$ cat src/common/acs_pkg.sv
package acs_pkg;
	localparam int RES_W = 10;
	localparam int SAMPLE_W = 16;
	// 11-bit length: 2047 samples is the largest buffer
	localparam int LEN_W = 11;
	localparam int ADDR_W = 16;
	localparam int NUM_SRC = 8;
	localparam int NUM_TIMERS = 5;
	localparam int DIV_W = 8;
	localparam int PER_W = 6;
	localparam int ACC_W = 5;
	localparam int SI_FACTOR = 3;
	localparam int SI_STEP = 2;
	localparam int CONV_TAIL = 13;
	localparam logic [ACC_W-1:0] ACC_LAST = 5'h01;

	typedef enum logic [2:0] {
		ST_IDLE = 3'h0,
		ST_CONV = 3'h1,
		ST_SB_WAIT = 3'h3,
		ST_SB_CONV = 3'h2,
		ST_SB_WRITE = 3'h6
	} acs_state_t;

	typedef enum logic [1:0] {
		MD_SINGLE = 2'h0,
		MD_CONT = 2'h1,
		MD_ACCUM = 2'h2
	} acs_mode_t;

	typedef struct packed {
		logic irq_en;
		logic [DIV_W-1:0] clk_div;
		logic [1:0] si_sel;
	} acs_gen_cfg_t;

	typedef struct packed {
		logic cont_mode;
		logic range_double;
		logic [2:0] input_sel;
	} acs_setup_t;

	typedef struct packed {
		logic [2:0] timer_sel;
		logic range_double;
		logic [NUM_SRC-1:0] src_map;
		logic [ADDR_W-1:0] start_ptr;
		logic [LEN_W-1:0] len;
		logic wrap_en;
		logic irq_half;
		logic irq_full;
		logic irq_ovf;
	} acs_sb_cfg_t;

	typedef struct packed {
		logic capture;
		logic accum;
		logic half;
		logic full;
		logic ovf;
	} acs_irq_t;

	typedef struct packed {
		logic valid;
		logic [ADDR_W-1:0] addr;
		logic [SAMPLE_W-1:0] data;
	} acs_dma_t;

	typedef struct packed {
		acs_state_t state;
		acs_mode_t mode;
		logic [ACC_W-1:0] acc_left;
		logic [SAMPLE_W-1:0] acc_sum;
		logic [SAMPLE_W-1:0] result;
		logic done;
		acs_irq_t irq;
		acs_sb_cfg_t sb;
		logic [NUM_SRC-1:0] pend;
		logic [2:0] ch;
		logic [LEN_W-1:0] idx;
		logic full;
		logic sb_stop;
		acs_dma_t dma;
		logic [RES_W-1:0] sync1;
		logic [RES_W-1:0] sync2;
	} acs_seq_t;

	typedef struct packed {
		logic [DIV_W-1:0] pre;
		logic [PER_W-1:0] per;
		logic [PER_W-1:0] len;
		logic busy;
	} acs_tmr_t;

	localparam acs_seq_t SEQ_RST = '0;
	localparam acs_tmr_t TMR_RST = '0;

	function automatic logic [PER_W-1:0] conv_periods(input logic [1:0] si_sel);
		conv_periods = PER_W'(SI_FACTOR * SI_STEP * (int'(si_sel) + 1) + CONV_TAIL);
	endfunction

	function automatic logic [SAMPLE_W-1:0] widen(input logic [RES_W-1:0] d);
		widen = {{(SAMPLE_W - RES_W){1'b0}}, d};
	endfunction

	function automatic logic [ACC_W-1:0] acc_count(input logic [1:0] sel);
		acc_count = ACC_W'(2 << sel);
	endfunction

	function automatic logic [2:0] first_src(input logic [NUM_SRC-1:0] map);
		first_src = 3'h0;
		for (int i = NUM_SRC - 1; i >= 0; i--) begin
			if (map[i]) begin
				first_src = 3'(i);
			end
		end
	endfunction
endpackage

$ cat src/hdl/acs_sequencer.sv
// How it works
// Single-shot: one conversion per start, then back to idle.
// Done flag readable by polling once the conversion finished.
// Completion interrupts only when analogue interrupts are enabled.
// Start command begins converting; setup alone starts nothing.
// Continuous: conversions repeat back to back until stopped.
// Conversion lasts three sampling intervals plus 13 ADC clocks, no gaps.
// Continuous result held until the next conversion completes.
// Stop command halts continuous conversions.
// Accumulation runs 2, 4, 8 or 16 conversions, then stops.
// Accumulation start ignores the single/continuous setting.
// Accumulation done only after all conversions; result is raw sum.
// Stop aborts an accumulation run at any point.
// Buffer mode widens results to 16 bits and writes them by DMA.
// Buffer mode triggered by selected timer 0 to 4.
// Buffer length up to 2047 samples, start pointer, wrap option.
// Buffer mode applies its own input range selection.
// Each trigger converts every enabled source, one sample each.
// Sources stored in order: inputs 1-6, temperature, voltage.
// Wrap on: writing restarts at buffer start when full.
// Wrap off: when full, further samples discarded and flagged overflow.
// Half-full, full and overflow events, individually selectable.
// Dedicated stop command halts sample buffer operation.
// Capture event per conversion; accumulation event at final sum.
// Sampling interval 2/4/6/8 ADC clocks; ADC clock divided down.
// Starting a run clears done; new result sets it again.
module acs_sequencer (
	input wire logic clk,
	input wire logic reset,
	input wire acs_pkg::acs_gen_cfg_t analog_general_config,
	input wire acs_pkg::acs_setup_t converter_setup,
	input wire logic conversion_start_cmd,
	input wire logic conversion_stop_cmd,
	input wire logic accumulate_start_cmd,
	input wire logic [1:0] accum_count_sel,
	input wire logic sample_buffer_start_cmd,
	input wire logic sample_buffer_stop_cmd,
	input wire acs_pkg::acs_sb_cfg_t sample_buffer_cfg,
	input wire logic [acs_pkg::NUM_TIMERS-1:0] timer_repeat_tick,
	input wire logic [acs_pkg::RES_W-1:0] adc_data,
	input wire logic dma_ready,
	output logic [2:0] input_select,
	output logic range_double,
	output logic sampling,
	output logic converting,
	output logic conversion_done_poll,
	output logic [acs_pkg::SAMPLE_W-1:0] result_read,
	output acs_pkg::acs_irq_t analog_irq,
	output acs_pkg::acs_dma_t dma_write
);
	acs_pkg::acs_seq_t s;
	acs_pkg::acs_seq_t next_s;
	logic go;
	logic abort;
	logic adv;
	logic tick;
	logic conv_done;
	logic irq_en;

	assign irq_en = analog_general_config.irq_en;
	// Out-of-range timer numbers never trigger
	assign tick = (s.sb.timer_sel < 3'(acs_pkg::NUM_TIMERS)) && timer_repeat_tick[s.sb.timer_sel];

	acs_conv_timer u_timer (
		.clk(clk),
		.reset(reset),
		.start(go),
		.abort(abort),
		.clk_div(analog_general_config.clk_div),
		.si_sel(analog_general_config.si_sel),
		.busy(converting),
		.sampling(sampling),
		.done(conv_done)
	);

	always_comb begin
		next_s = s;
		go = 1'b0;
		abort = 1'b0;
		adv = 1'b0;
		next_s.irq = '0;
		// Converter output is asynchronous to clk
		next_s.sync1 = adc_data;
		next_s.sync2 = s.sync1;
		if (sample_buffer_stop_cmd && s.state != acs_pkg::ST_IDLE && s.state != acs_pkg::ST_CONV) begin
			next_s.sb_stop = 1'b1;
		end
		case (s.state)
			acs_pkg::ST_IDLE: begin
				if (accumulate_start_cmd) begin
					next_s.mode = acs_pkg::MD_ACCUM;
					next_s.acc_left = acs_pkg::acc_count(accum_count_sel);
					next_s.acc_sum = '0;
					next_s.done = 1'b0;
					go = 1'b1;
					next_s.state = acs_pkg::ST_CONV;
				end else if (conversion_start_cmd) begin
					next_s.mode = converter_setup.cont_mode ? acs_pkg::MD_CONT : acs_pkg::MD_SINGLE;
					next_s.done = 1'b0;
					go = 1'b1;
					next_s.state = acs_pkg::ST_CONV;
				end else if (sample_buffer_start_cmd) begin
					next_s.sb = sample_buffer_cfg;
					next_s.idx = '0;
					next_s.full = 1'b0;
					next_s.sb_stop = 1'b0;
					next_s.state = acs_pkg::ST_SB_WAIT;
				end
			end
			acs_pkg::ST_CONV: begin
				if (conversion_stop_cmd) begin
					abort = 1'b1;
					next_s.state = acs_pkg::ST_IDLE;
				end else if (conv_done) begin
					if (s.mode == acs_pkg::MD_ACCUM) begin
						// Raw sum; 16 x 1023 still fits in 16 bits
						next_s.acc_sum = s.acc_sum + acs_pkg::widen(s.sync2);
						next_s.acc_left = s.acc_left - acs_pkg::ACC_W'(1);
						if (s.acc_left == acs_pkg::ACC_LAST) begin
							next_s.result = next_s.acc_sum;
							next_s.done = 1'b1;
							next_s.irq.accum = irq_en;
							next_s.state = acs_pkg::ST_IDLE;
						end else begin
							go = 1'b1;
						end
					end else begin
						next_s.result = acs_pkg::widen(s.sync2);
						next_s.done = 1'b1;
						next_s.irq.capture = irq_en;
						if (s.mode == acs_pkg::MD_CONT) begin
							go = 1'b1;
						end else begin
							next_s.state = acs_pkg::ST_IDLE;
						end
					end
				end
			end
			acs_pkg::ST_SB_WAIT: begin
				if (s.sb_stop || sample_buffer_stop_cmd) begin
					next_s.state = acs_pkg::ST_IDLE;
				end else if (tick && s.sb.src_map != '0) begin
					next_s.pend = s.sb.src_map;
					next_s.ch = acs_pkg::first_src(s.sb.src_map);
					go = 1'b1;
					next_s.state = acs_pkg::ST_SB_CONV;
				end
			end
			acs_pkg::ST_SB_CONV: begin
				if (s.sb_stop || sample_buffer_stop_cmd) begin
					abort = 1'b1;
					next_s.state = acs_pkg::ST_IDLE;
				end else if (conv_done) begin
					next_s.pend[s.ch] = 1'b0;
					if (s.full && !s.sb.wrap_en) begin
						next_s.irq.ovf = irq_en && s.sb.irq_ovf;
						adv = 1'b1;
					end else begin
						next_s.dma.valid = 1'b1;
						next_s.dma.addr = s.sb.start_ptr + acs_pkg::ADDR_W'(s.idx);
						next_s.dma.data = acs_pkg::widen(s.sync2);
						next_s.state = acs_pkg::ST_SB_WRITE;
					end
				end
			end
			acs_pkg::ST_SB_WRITE: begin
				// A write in flight always completes; a stop takes effect after it
				if (dma_ready) begin
					next_s.dma.valid = 1'b0;
					next_s.idx = s.idx + acs_pkg::LEN_W'(1);
					if (s.idx + acs_pkg::LEN_W'(1) == (s.sb.len >> 1)) begin
						next_s.irq.half = irq_en && s.sb.irq_half;
					end
					if (s.idx + acs_pkg::LEN_W'(1) == s.sb.len) begin
						next_s.irq.full = irq_en && s.sb.irq_full;
						if (s.sb.wrap_en) begin
							next_s.idx = '0;
						end else begin
							next_s.full = 1'b1;
						end
					end
					adv = 1'b1;
				end
			end
			default: begin
				next_s.state = acs_pkg::ST_IDLE;
			end
		endcase
		if (adv) begin
			if (next_s.sb_stop) begin
				next_s.state = acs_pkg::ST_IDLE;
			end else if (next_s.pend != '0) begin
				next_s.ch = acs_pkg::first_src(next_s.pend);
				go = 1'b1;
				next_s.state = acs_pkg::ST_SB_CONV;
			end else begin
				next_s.state = acs_pkg::ST_SB_WAIT;
			end
		end
	end

	always_ff @(posedge clk) begin
		if (reset) begin
			s <= acs_pkg::SEQ_RST;
		end else begin
			s <= next_s;
		end
	end

	logic in_sb;
	assign in_sb = s.state == acs_pkg::ST_SB_WAIT || s.state == acs_pkg::ST_SB_CONV || s.state == acs_pkg::ST_SB_WRITE;
	assign input_select = in_sb ? s.ch : converter_setup.input_sel;
	assign range_double = in_sb ? s.sb.range_double : converter_setup.range_double;
	assign conversion_done_poll = s.done;
	assign result_read = s.result;
	assign analog_irq = s.irq;
	assign dma_write = s.dma;
endmodule

$ cat src/hdl/acs_conv_timer.sv
module acs_conv_timer (
	input wire logic clk,
	input wire logic reset,
	input wire logic start,
	input wire logic abort,
	input wire logic [acs_pkg::DIV_W-1:0] clk_div,
	input wire logic [1:0] si_sel,
	output logic busy,
	output logic sampling,
	output logic done
);
	acs_pkg::acs_tmr_t s;
	acs_pkg::acs_tmr_t next_s;
	logic [15:0] elapsed;
	logic last_tick;

	// Done marks the last busy cycle, so a restart in that cycle leaves no gap
	assign last_tick = (s.pre == clk_div) && (s.per == s.len - acs_pkg::PER_W'(1));

	always_comb begin
		next_s = s;
		if (start) begin
			next_s.busy = 1'b1;
			next_s.pre = '0;
			next_s.per = '0;
			next_s.len = acs_pkg::conv_periods(si_sel);
		end else if (abort) begin
			next_s.busy = 1'b0;
		end else if (s.busy) begin
			if (s.pre == clk_div) begin
				next_s.pre = '0;
				if (last_tick) begin
					next_s.busy = 1'b0;
				end else begin
					next_s.per = s.per + acs_pkg::PER_W'(1);
				end
			end else begin
				next_s.pre = s.pre + acs_pkg::DIV_W'(1);
			end
		end
	end

	always_ff @(posedge clk) begin
		if (reset) begin
			s <= acs_pkg::TMR_RST;
		end else begin
			s <= next_s;
		end
	end

	assign busy = s.busy;
	assign done = s.busy && last_tick;
	// Integration spans three sampling intervals before the fixed tail
	assign sampling = s.busy && (s.per < s.len - acs_pkg::PER_W'(acs_pkg::CONV_TAIL));

	always_ff @(posedge clk) begin
		if (reset) begin
			elapsed <= 16'h0000;
		end else if (start) begin
			elapsed <= 16'h0001;
		end else if (elapsed != 16'hFFFF) begin
			elapsed <= elapsed + 16'h0001;
		end
	end
endmodule

$ cat config.mk
export PLATFORM = sky130hd
export DESIGN_NAME = acs_sequencer
export DESIGN_NICKNAME = d
export VERILOG_FILES = /design/src/common/acs_pkg.sv /design/src/hdl/acs_sequencer.sv /design/src/hdl/acs_conv_timer.sv
export SDC_FILE = /design/constraint.sdc
export NUM_CORES = 1
export LEC_CHECK = 0
export BUFFER_PORTS_ARGS = -buffer_cell sky130_fd_sc_hd__buf_4
export CAP_MARGIN = 0
export CORE_MARGIN = 1
export CORE_UTILIZATION = 25
export DETAILED_ROUTE_END_ITERATION = 10
export HOLD_SLACK_MARGIN = 0.15
export PLACE_DENSITY = 0.41
export SYNTH_ARGS = -nofsm -noshare
export SYNTH_HDL_FRONTEND = slang
export SYNTH_HIERARCHICAL = 1
export SYNTH_SLANG_ARGS = --single-unit
$ cat constraint.sdc
create_clock -name clk -period 8.1 [get_ports clk]
set_input_delay 0.405 -clock clk [delete_from_list [all_inputs] [get_ports clk]]
set_output_delay 0.405 -clock clk [all_outputs]
set_load 0.02 [all_outputs]
### Word-level counts from Yosys, hierarchy flattened

Index checks and enable logic that the tools add are counted.

| storage, ports and cells | value |
|---|---|
| input port bits | 84 |
| output and inout port bits | 61 |
| bits in registers | 183 |

| cells by class | value |
|---|---|
| reductions and logical operators | 42 |
| $lt $le $gt $ge | 5 |
| multipliers | 1 |
| bitwise operators | 18 |
| add/sub/neg operators | 10 |
| equality and inequality tests | 36 |
| muxes and demuxes | 105 |
| shift operators | 1 |

Operators with widths:

| cell | count |
|---|---|
| $mux 3 | 34 |
| $mux 33 | 3 |
| $mux 40 | 2 |
| $mux 21 | 2 |
| $pmux 21 s2 | 1 |
| $mux 13 | 3 |
| $mux 1 | 37 |
| $mux 17 | 2 |
| $mux 11 | 3 |
| $mul 3x32->5 const A | 1 |
| $ne 2x2->1 const B | 14 |
| $mux 12 | 2 |
| $mux 8 | 3 |
| $pmux 12 s2 | 1 |
| $reduce_and 5->1 | 4 |
| $add 16x10->16 | 1 |
| $add 16x11->16 | 1 |
| $ne 4x4->1 const B | 4 |
| $not 1->1 | 16 |
| $pmux 8 s2 | 1 |
| $reduce_and 4->1 | 4 |
| $reduce_bool 8->1 | 2 |
| $ne 5x5->1 const B | 3 |
| $pmux 3 s5 | 1 |
| other kinds (47) | 73 |

### Depth between registers and ports, before layout

Gate-level depths: netlist (run 1).

| depth | value |
|---|---|
| depth after elaboration | 22 |
| depth in mapped cells | 17 |

### Hierarchy

Netlist (run 1), hierarchy kept.

By module, submodules not included:

| module | instances | area an instance (µm²) | cells each |
|---|---|---|---|
| acs_sequencer | 1 | 8,700.8 | 1,062 |
| acs_conv_timer | 1 | 1,330.0 | 155 |

### Worst setup path after synthesis (run 1)

Ideal clock, no wire load.

| path | value |
|---|---|
| kind | register to register |
| start | register u_timer/s[1] (netlist name) |
| end | register u_timer/s[19] (netlist name) |
| period minus slack after synthesis | 3.782 ns |
| stages on the path, launching flop included | 15 |
| setup time | 0.072 ns |
| arrival time | 3.710 ns |
| setup slack | 4.318 ns |
| cell sequence | dfxtp_1 -> or2_4 -> or4b_4 -> a211oi_2 -> and4_2 -> nor2b_1 -> nand2_4 -> o41a_1 -> mux2i_4 -> o2111ai_4 -> nand2_1 -> o2111ai_1 -> nor2_1 -> nand2_1 -> a21oi_1 |

| on the way | value |
|---|---|
| longest elaborated chain between the ends | 12 |

RTL lines:

| item | RTL line | RTL |
|---|---|---|
| from (decl) | acs_conv_timer.sv:12 | `acs_pkg::acs_tmr_t s;` |
| from (signal assigned) | acs_conv_timer.sv:45 | `s <= acs_pkg::TMR_RST;` |
| from (signal assigned) | acs_conv_timer.sv:47 | `s <= next_s;` |
| $sub 6x1->6 * | acs_conv_timer.sv:18 | `assign last_tick = (s.pre == clk_div) && (s.per == s.len - acs_pkg::PER_W'(1));` |
| $eq 6x6->1 * | acs_conv_timer.sv:18 |  |
| $logic_and 1x1->1 * | acs_conv_timer.sv:18 |  |
| $logic_and 1x1->1 * | acs_conv_timer.sv:52 | `assign done = s.busy && last_tick;` |
| named net conv_done | acs_sequencer.sv:57 | `logic conv_done;` |
| $mux 8 | acs_sequencer.sv:153 | `end else if (conv_done) begin` |
| $mux 8 | acs_sequencer.sv:150 | `if (s.sb_stop \|\| sample_buffer_stop_cmd) begin` |
| $pmux 8 s2 | acs_sequencer.sv:88 | `case (s.state)` |
| $reduce_bool 8->1 | acs_sequencer.sv:192 | `end else if (next_s.pend != '0) begin` |
| $mux 1 | acs_sequencer.sv:192 |  |
| $mux 1 | acs_sequencer.sv:190 | `if (next_s.sb_stop) begin` |
| $mux 1 * | acs_sequencer.sv:189 | `if (adv) begin` |
| named net go | acs_sequencer.sv:53 | `logic go;` |
| $reduce_or 2->1 (no line) * | -- |  |

Mark *: on every way through the listed nets, which the timed path passes. The rest lies on a longest branch.
A chain may end at the register's enable or synchronous reset.

### Worst setup path after layout (run 1)

Same ends and word-level chain as after synthesis.

==> results of run 1 <==
==> path summary, 6_finish.rpt <==
path / startpoint / endpoint / depth (start not counted)
worst min-delay path: adc_data[9] / next_s[9] / 2
worst min register to register: next_s[6] / s[6] / 1
worst max register to register: u_timer/s[1] / u_timer/s[19] / 15
worst max-delay path: u_timer/s[1] / u_timer/s[19] / 15
==> registers in the layout, summed over array words and instances (netlist names) <==
register              count
conversion_done_poll      1
u_timer/s                20
dma_write                27
result_read              16
s                       103
analog_irq                5
next_s                   10
u_timer/busy              1
==> logic make-up (layout without fill, tap and decap cells) <==
logic type,Yosys count,count (layout)
AND/OR/NAND/NOR,485,485
adder cells (fa/ha/maj),37,37
other,1,7
buffers and inverters,148,209
AO/OA/AOI/OAI,279,279
multiplexers,21,21
flip-flops,183,183
XOR/XNOR,63,63
==> worst register-to-register path: cells and delay by family (launching register included) <==
kind                   cells  cell delay [ns]
AOI/OAI and AO/OA          5             1.19
buffers and inverters      1             0.24
DFF                        1             0.34
muxes                      1             0.24
and+or+nand+nor            8             2.38
==> where the power goes <==
part	internal [mW]	leakage [nW]	switching, mW
clock	0.451	0.303	0.442
sequential	0.919	1.48	0.0252
combinational	0.0930	2.74	0.119
total	1.46	4.53	0.587
==> repair_timing <==
| action | in CTS | in global routing |
|---|---|---|
| buffers inserted | 0 | 0 |
| hold endpoints to repair | 4 | 0 |
| hold buffers | 4 | 0 |
==> cell usage after synthesis (5+ instances only) <==
library cell | count | area share, %
a211oi_1 | 13 | 0.97
nor2_1 | 103 | 3.9
dfxtp_1 | 183 | 37
a311oi_1 | 8 | 0.70
or3_1 | 12 | 0.75
buf_1 | 6 | 0.22
and2_1 | 8 | 0.50
and4_1 | 6 | 0.52
nand2b_1 | 8 | 0.50
clkbuf_1 | 56 | 2.1
nand2_1 | 178 | 6.7
xnor3_1 | 7 | 1.6
inv_1 | 26 | 0.97
o21ai_0 | 41 | 2.0
o41ai_1 | 5 | 0.44
ha_1 | 35 | 4.4
o21a_1 | 8 | 0.60
nor4_1 | 7 | 0.44
a21oi_1 | 94 | 4.7
a21o_1 | 10 | 0.75
mux2_2 | 7 | 0.79
and3_1 | 19 | 1.2
buf_4 | 55 | 4.1
xnor2_1 | 29 | 2.5
nor3_1 | 28 | 1.4
o211ai_1 | 13 | 0.97
a22oi_1 | 13 | 0.97
or4_1 | 5 | 0.37
xor2_1 | 27 | 2.4
nor2b_1 | 36 | 2.2
nand3_1 | 38 | 1.9
nand4_1 | 13 | 0.81
mux2i_1 | 12 | 1.2
a31oi_1 | 21 | 1.3
==> metal layers <==
layer | global-route usage (%) | routed length [um]
met1 | 19.89 | 14710
met2 | 22.48 | 12950
met3 | 3.193 | 1173
met4 | 3.813 | 306
met5 | 0 | 17
==> layout make-up <==
| type | count | share of cell area [%] |
|---|---|---|
| Timing Repair Buffer | 151 | 9.691 |
| Clock buffer | 17 | 3.605 |
| Inverter | 26 | 0.8271 |
| Multi-Input combinational cell | 891 | 47.56 |
| Sequential cell | 183 | 31.05 |
| Clock inverter | 15 | 1.686 |
| Tap cell | 525 | 5.567 |
| Antenna cell | 1 | 0.02121 |
==> metrics by stage <==
stage / worst slack (ns) / hold WS [ns] / power (mW)
floorplan: 4.318 / 0.4138 / 1.096
finish: 3.647 / 0.1758 / 2.050
global route: 3.240 / 0.1554 / 2.151
CTS: 3.604 / 0.1525 / 2.092
detailed placement: 3.629 / 0.4268 / 1.179
global placement: 3.773 / 0.4160 / 1.178
==> metrics.txt, run 1 <==
Vias/cell between 4 and 5; Synth-to-Final Area Change 17.64%; initial DRC count between 400 and 500; GRT Overall Usage between 10% and 20%; Die ar. ~0.041 mm^2; core area 0.03964 mm^2; total global routing overflow 0; peak supply drop roughly 0.13 mV; commonest non-fill, non-tap cell in the layout dfxtp_1; Pwr per Cell Area 173.7 mW/mm^2; utilization after layout ~30%; Unique masters post-synth 81; initial antenna violation count 2; status finished with violations; htree depth 4; FMAX 224.6 MHz; number of port buffers between 100 and 150; filler instances between 4000 and 5000; P_leak between 4 and 5 nW; Synth Area in XOR/XNOR 6.461%; critical-path cell list or2_4 > or4b_4 > a211oi_2 > and4_2 > nor2b_1 > nand2_4 > o41a_1 > mux2i_4 > o2111ai_4 > nand2_1 > o2111ai_1 > buf_4 > nor2_1 > nand2_1 > a21oi_1; WL per Instance 16.12 um; Critical Path Fanout Max 15; final net count ~1400; CTS root buf clkbuf_16; Worst-Margin Slew about 1.0 ns; Largest stage delay, worst path roughly 0.52 ns; CTS Buf Count 17; Worst EP arrival 4.84 ns; CP Class register to register; area of the multi-input gates 0.005612 mm^2; Setup crit end kind register; Hold Path Class primary input to register; first-pass GRT wire length ~47000 um; most frequent cells in the layout dfxtp_1 (183), nand2_1 (178), buf_4 (147); final instance area between 0.01 and 0.015 mm^2; RSZ-0062 raised after global routing false; GPL Wtd Cong slightly below 0.8; syn_area_per_cell roughly 8 um^2; CP dominant cell by count nand2_1; Die Ht 202.3 um; largest family of logic cells by synthesized area simple AND/OR/NAND/NOR gates; WP data required roughly 8.5 ns; clk sinks 183; routed wire length between 20000 and 30000 um; Die Wd roughly 200 um; post_cts resized 0; vias ~8700; register area share after synthesis between 30% and 40%; Hold Vio Cnt, Final 0; compound-gate portion of the synthesized area between 10% and 20%; skew final ~0.014 ns; CTS max path bufs 2; Skew-Pair Late Insertion Delay 0.46 ns; Rows between 70 and 80; number of synthesized register bits around 180; Antenna Nets Post-Route 0; Worst Path Buf+Inv 1; slowest CP cell or4b_4; final period demand of the worst path approximately 4.5 ns; Ports roughly 150; CTS tree built; dpl cells ~1800; crit-path leading delay family simple AND/OR/NAND/NOR gates; share of layout cells above drive strength 1 between 15 and 20%; Yosys warnings 6; MaxCap Viol Count 0; Synth Area in Simple Gates a little under a quarter; largest net degree at the start of global routing 84; count of final setup violators 0; period utilization a little over half; final max-slew violation count 0; Reg area ~0.0037 mm^2; asr flop ratio synth 0%; clock slew at reported path FFs about 0.080 ns; initial core utilization about a quarter; final setup TNS 0 ns; Post-Syn Area between 0.01 and 0.015 mm^2; Pre-antenna DRT Iters 8; vias in the first global route about 8400; adder-cell share of the synthesized area 4.765%; Critical Path Source Type register; failing checks design-rule violations; slew margin rel. a little under a third; EDFF count, synth 0; Detailed Place HPWL around 21000 um; Final Non-Filler Cells about 1800; reg2reg setup slack around 3.6 ns; Synth Instances about 1200; DR DRC count 1; placed cell areas approximately 0.011 mm^2; Synth Flop Type dfxtp_1; post-synthesis mux area share between 2 and 2.5%
No activity file was read; power rests on OpenSTA's default activity.
==> run 2: changes to the inputs <==
Clock period 8.1 ns to 4.58 ns, I/O delays scaled along.
==> run 2 against run 1 <==
- the run still ends with design-rule violations left
- hold slack better by 0.0038 ns
- final cell count is 3.5% higher
- core utilization increased by 1.5 points
- die area did not move
- critical endpoint unchanged
==> metrics.txt, run 2 (synthesized netlist as in run 1, its figures left out) <==
final max-slew violation count 0 (unchanged); FMAX 241.8 MHz (was 224.6 MHz); slowest CP cell or4b_4 (unchanged); antenna diode count 0 (was 1); largest net degree at the start of global routing 79 (was 84); share of layout cells above drive strength 1 16.41% (was 16.60%); status finished with violations (unchanged); Synth-to-Final Area Change 23.50% (was 17.64%); GPL Wtd Cong 0.7820 (was 0.7814); MaxCap Viol Count 0 (unchanged); routed wire length 29760 um (was 29160 um); commonest non-fill, non-tap cell in the layout dfxtp_1 (unchanged); Worst-Margin Slew 0.9766 ns (was 1.039 ns); number of port buffers 138 (unchanged); final setup TNS 0 ns (unchanged); peak supply drop 0.2166 mV (was 0.1314 mV); Vias/cell 4.675 (was 4.783); slew margin rel. 34.31% (was 30.64%); CTS Buf Count 17 (unchanged); Die Ht 202.3 um (unchanged); core area 0.03964 mm^2 (unchanged); Die ar. 0.04093 mm^2 (unchanged); Largest stage delay, worst path 0.51 ns (was 0.52 ns); CTS max path bufs 2 (unchanged); Hold Vio Cnt, Final 0 (unchanged); dpl cells 1778 (was 1772); Pre-antenna DRT Iters 8 (unchanged); period utilization 90.32% (was 54.97%); PnR Total Power 3.602 mW (was 2.050 mW); final net count 1455 (was 1391); Skew-Pair Late Insertion Delay 0.47 ns (was 0.46 ns); first-pass GRT wire length 47350 um (was 46580 um); failing checks design-rule violations (unchanged); Ports 145 (unchanged); Pwr per Cell Area 290.8 mW/mm^2 (was 173.7 mW/mm^2); Worst EP arrival 4.52 ns (was 4.84 ns); WP data required 4.97 ns (was 8.49 ns); CP Class register to register (unchanged); initial antenna violation count 0 (was 2); Detailed Place HPWL 21380 um (was 20940 um); CTS root buf clkbuf_16 (unchanged); Die Wd 202.3 um (unchanged); Setup crit end kind register (unchanged); skew final 0.01462 ns (was 0.01429 ns); critical-path cell list or2_4 > or4b_4 > a211oi_2 > and4_2 > nor2b_2 > nand2_4 > o41a_1 > mux2i_4 > o2111ai_4 > nand2_1 > o2111ai_2 > nor2_2 > nand2_1 > a21oi_1 (was or2_4 > or4b_4 > a211oi_2 > and4_2 > nor2b_1 > nand2_4 > o41a_1 > mux2i_4 > o2111ai_4 > nand2_1 > o2111ai_1 > buf_4 > nor2_1 > nand2_1 > a21oi_1); largest register by flop count s (unchanged); final instance area 0.01239 mm^2 (was 0.01180 mm^2); placed cell areas 0.01118 mm^2 (was 0.01113 mm^2); Rows 73 (unchanged); max reg flops 103 (unchanged); total global routing overflow 0 (unchanged); initial core utilization 25.30% (unchanged); Critical Path Source Type register (unchanged); Critical Path Fanout Max 8 (was 15); RSZ-0062 raised after global routing false (unchanged); Hold Path Class primary input to register (unchanged); DR DRC count 1 (unchanged); CP dominant cell by count nand2_1 (unchanged); vias in the first global route 8473 (was 8373); htree depth 4 (unchanged); CTS tree built (unchanged); count of final setup violators 0 (unchanged); Final Non-Filler Cells 1872 (was 1809); filler instances 4290 (was 4322); WL per Instance 15.90 um (was 16.12 um); Antenna Nets Post-Route 0 (unchanged); GRT Overall Usage 14.78% (was 14.41%); clock slew at reported path FFs 0.07 ns (was 0.08 ns); most frequent cells in the layout dfxtp_1 (183), nand2_1 (178), buf_4 (155) (was dfxtp_1 (183), nand2_1 (178), buf_4 (147)); initial DRC count 440 (was 498); clk sinks 183 (unchanged); final period demand of the worst path 4.136 ns (was 4.453 ns); P_leak 4.774 nW (was 4.529 nW); vias 8752 (was 8652)
==> run 2: changes by cell type in the layout (fill, tap and decap cells not counted), moves of 2 or more <==
cell / change
buf_4: +8
clkinvlp_4: +2
clkinv_8: -4
clkinv_4: +5
dlygate4sd3_1: +56
inv_8: -6
clkbuf_1: +3
==> run 2: critical path: cells and delay by family, from the launching register on <==
| kind | cells | cell delay, ns |
|---|---|---|
| simple gates | 8 | 2.12 |
| flops | 1 | 0.34 |
| mux | 1 | 0.25 |
| compound gates | 5 | 1.33 |
==> run 2: repair_timing <==
action	in CTS	in global routing
pin swaps	0	1
hold endpoints to repair	62	0
endpoints found under the setup margin	8	20
gates resized for setup	1	3
hold buffers	60	0
gates cloned	0	0
buffers inserted	0	2
==> run 2: routing by layer <==
layer | GRT usage [%] | share of wire [%] | vias to the layer above
met1 | 20.37 | 50 | 4108
met4 | 4.592 | 1.2 | 0
met2 | 22.70 | 45 | 150
met5 | 0 | 0 | -
met3 | 3.370 | 3.8 | 18
li1 | - | - | 4476
==> run 2: where the power goes <==
part / total [mW] / leakage [nW] / switching (mW) / internal, mW
Sequential: 1.67 / 1.48 / 0.0451 / 1.63
Clock: 1.51 / 0.273 / 0.695 / 0.813
Combinational: 0.423 / 3.02 / 0.221 / 0.202
Total: 3.60 / 4.77 / 0.961 / 2.64
==> run 2: cell type report <==
| type | instances | area, um^2 | share of cell area, % |
|---|---|---|---|
| tap | 525 | 656.9 | 5.303 |
| timing repair buffer | 215 | 1764 | 14.24 |
| multi-input combinational | 891 | 5623 | 45.39 |
| clock inverter | 12 | 146.4 | 1.182 |
| inverter | 26 | 97.59 | 0.7878 |
| sequential | 183 | 3664 | 29.57 |
| clock buffer | 20 | 436.7 | 3.525 |
==> run 2: stage by stage <==
stage	hold WS (ns)	setup WS, ns	util, %
final	0.1796	0.4435	31.25
after global routing	0.1947	0.03231	31.25
after CTS	0.1716	0.006040	31.19
after detailed placement	0.4204	-0.06778	28.20
after global placement	0.4180	0.04501	28.20
after floorplan	0.3280	0.7980	-
==> run 2: final timing paths <==
| kind | from | endpoint | slack [ns] | depth (start not counted) |
|---|---|---|---|---|
| setup reg to reg | u_timer/s[1] | u_timer/s[19] | 0.44 | 14 |
| setup / recovery | u_timer/s[1] | u_timer/s[19] | 0.44 | 14 |
| hold reg to reg | next_s[0] | s[0] | 0.44 | 1 |
| hold / removal | analog_general_config[10] | analog_irq[0] | 0.18 | 3 |
==> run 3: changes to the inputs <==
Settings changed: CORE_ASPECT_RATIO set to 0.8, REMOVE_ABC_BUFFERS set to 1.
==> run 3 against run 2 <==
- the run now ends clean
- final area is 0.11% lower
- count of clock-buffer cells in the layout is 1 lower
- non-clock buffer count is 2 lower
- combinational power hardly changed
- wire length is 0.71% lower
- core utilization is 0.056 points higher
- clock power hardly changed
- first-iteration DRC count is 5.0% lower
- clock skew is 0.00057 ns lower
- register-to-register slack worse by 0.07 ns
- maximum frequency is 1.7% lower
- worst setup slack worse by 0.073 ns
- largest power group unchanged
==> metrics.txt, run 3 (synthesized netlist as in run 1, its figures left out) <==
WP depth 16 (was 14); Worst Setup EP u_timer/s[19] (unchanged); CTS root buf clkbuf_16 (unchanged); Pre-antenna DRT Iters 5 (was 8); routed wire length 29550 um (was 29760 um); skew final 0.01405 ns (was 0.01462 ns); CTS max path bufs 2 (unchanged); largest register by flop count s (unchanged); vias 8779 (was 8752); clock slew at reported path FFs 0.07 ns (about the same); max reg flops 103 (unchanged); Rows 65 (was 73); Critical Path Fanout Max 8 (unchanged); Die Ht 181.2 um (was 202.3 um); Reg area 0.003664 mm^2 (unchanged); CTS Buf Count 17 (unchanged); Worst-Margin Slew 0.9029 ns (was 0.9766 ns); initial core utilization 25.38% (was 25.30%); peak supply drop 0.1709 mV (was 0.2166 mV); FMAX 237.6 MHz (was 241.8 MHz); RSZ-0062 raised after global routing false (unchanged); initial antenna violation count 1 (was 0); WL per Instance 15.71 um (was 15.90 um); largest net degree at the start of global routing 54 (was 79); filler instances 4293 (was 4290); Ports 145 (unchanged); final net count 1453 (was 1455); Reg-to-Reg End u_timer/s[19] (unchanged); Die Wd 226.0 um (was 202.3 um); final hold slack 0.1885 ns (was 0.1796 ns); Setup crit end kind register (unchanged); final setup TNS 0 ns (unchanged); Critical Path Source Type register (unchanged); clk sinks 183 (unchanged); total global routing overflow 0 (unchanged); Skew-Pair Late Insertion Delay 0.46 ns (was 0.47 ns); reg-to-reg critical path startpoint u_timer/s[1] (unchanged); DR DRC count 0 (was 1); Crit. Startpoint u_timer/s[1] (unchanged); Pwr per Cell Area 289.8 mW/mm^2 (was 290.8 mW/mm^2); most frequent cells in the layout dfxtp_1 (183), nand2_1 (178), buf_4 (154) (was dfxtp_1 (183), nand2_1 (178), buf_4 (155)); area of the multi-input gates 0.005618 mm^2 (was 0.005623 mm^2); antenna diode count 0 (unchanged); GRT Overall Usage 14.61% (was 14.78%); FF-to-FF path depth 16 (was 14); final period demand of the worst path 4.210 ns (was 4.136 ns); Largest stage delay, worst path 0.39 ns (was 0.51 ns); final max-slew violation count 0 (unchanged); vias in the first global route 8445 (was 8473); share of layout cells above drive strength 1 16.36% (was 16.41%); CP Class register to register (unchanged); MaxCap Viol Count 0 (unchanged); period utilization 91.91% (was 90.32%); CTS tree built (unchanged); P_leak 4.775 nW (was 4.774 nW); count of final setup violators 0 (unchanged); number of port buffers 138 (unchanged); CP dominant cell by count nand2_1 (unchanged); Hold Path Class primary input to register (unchanged); Worst Path Buf+Inv 1 (was 0); GPL Wtd Cong 0.8233 (was 0.7820); Vias/cell 4.667 (was 4.675); commonest non-fill, non-tap cell in the layout dfxtp_1 (unchanged); Hold Vio Cnt, Final 0 (unchanged); Antenna Nets Post-Route 0 (unchanged); Synth-to-Final Area Change 23.36% (was 23.50%); core area 0.03953 mm^2 (was 0.03964 mm^2); initial DRC count 418 (was 440); Detailed Place HPWL 21290 um (was 21380 um); Worst EP arrival 4.59 ns (was 4.52 ns); critical-path cell list inv_1 > ha_1 > xnor2_1 > a21o_1 > o21ai_0 > and4_2 > nor2b_1 > nand2_4 > o41a_1 > mux2i_4 > o2111ai_4 > nand2_1 > o2111ai_2 > nor2_1 > nand2_1 > a21oi_1 (was or2_4 > or4b_4 > a211oi_2 > and4_2 > nor2b_2 > nand2_4 > o41a_1 > mux2i_4 > o2111ai_4 > nand2_1 > o2111ai_2 > nor2_2 > nand2_1 > a21oi_1); slew margin rel. 39.27% (was 34.31%); status finished, final reports clean (was finished with violations); first-pass GRT wire length 46810 um (was 47350 um); WP data required 4.96 ns (was 4.97 ns); Die ar. 0.04093 mm^2 (about the same); htree depth 4 (unchanged); slowest CP cell o41a_1 (was or4b_4); reg2reg setup slack 0.37 ns (was 0.44 ns); crit-path leading delay family compound AO/OA/AOI/OAI gates (was simple AND/OR/NAND/NOR gates)
==> run 3: cell types whose count changed in the layout (fill, tap and decap cells not counted), moves of 2 or more <==
cell | before | now
inv_6 | 1 | 5
clkbuf_1 | 3 | 1
clkinv_4 | 5 | 3
clkinvlp_4 | 3 | 1
==> run 3: worst min-delay path, cell delays in order <==
cell and delay, ns:
buf_4 0.08, nand2_1 0.16, nor2_1 0.12
==> run 3: area by class of cell <==
cell class / count / area share [%]
Tap cell: 536 / 5.420
Multi-Input combinational cell: 891 / 45.40
Timing Repair Buffer: 213 / 14.12
Clock buffer: 19 / 3.579
Clock inverter: 13 / 1.092
Inverter: 26 / 0.7887
Sequential cell: 183 / 29.61
==> run 3: where the power goes <==
| part | internal (mW) | leakage [nW] | switching, mW |
|---|---|---|---|
| clock network | 0.782 | 0.283 | 0.709 |
| registers | 1.63 | 1.48 | 0.0447 |
| logic | 0.201 | 3.01 | 0.223 |
| total | 2.61 | 4.78 | 0.977 |
==> run 3: metal layers <==
metal / up-vias / global-route usage [%] / part of all wire, %
met5: - / 0 / 0.034
met4: 2 / 4.517 / 1.7
met3: 23 / 2.960 / 4.1
met2: 183 / 21.90 / 43
met1: 4108 / 20.80 / 52
li1: 4463 / - / -
==> run 3: through the flow <==
step                      instances  area [um^2]  setup slack [ns]  power [mW]  utilization, %
after floorplan                1100         9366            0.4524       1.907               -
after global placement         1790        11200            0.3669       2.094           28.33
after detailed placement       1790        11200            0.2508       2.094           28.33
after CTS                      1881        12370            0.2366       3.659           31.29
after global routing           1881        12370           0.02893       3.765           31.31
final                          1881        12370            0.3705       3.586           31.31
==> run 3: timing repair <==
item	4_1_cts	5_1_grt
gates resized for setup	0	1
hold buffers	59	0
endpoints found under the setup margin	0	11
setup buffers	0	0
hold endpoints to repair	60	0
==> run 3: worst min path at each step <==
stage	start	to	slack, ns	cells after the start
after detailed placement	next_s[4]	s[4]	0.43	1
after global routing	reset	s[58]	0.19	2
after floorplan	reset	conversion_done_poll	0.30	1
final	analog_general_config[10]	analog_irq[3]	0.19	3
after CTS	sample_buffer_start_cmd	s[53]	0.16	4
after global placement	next_s[8]	s[8]	0.42	1
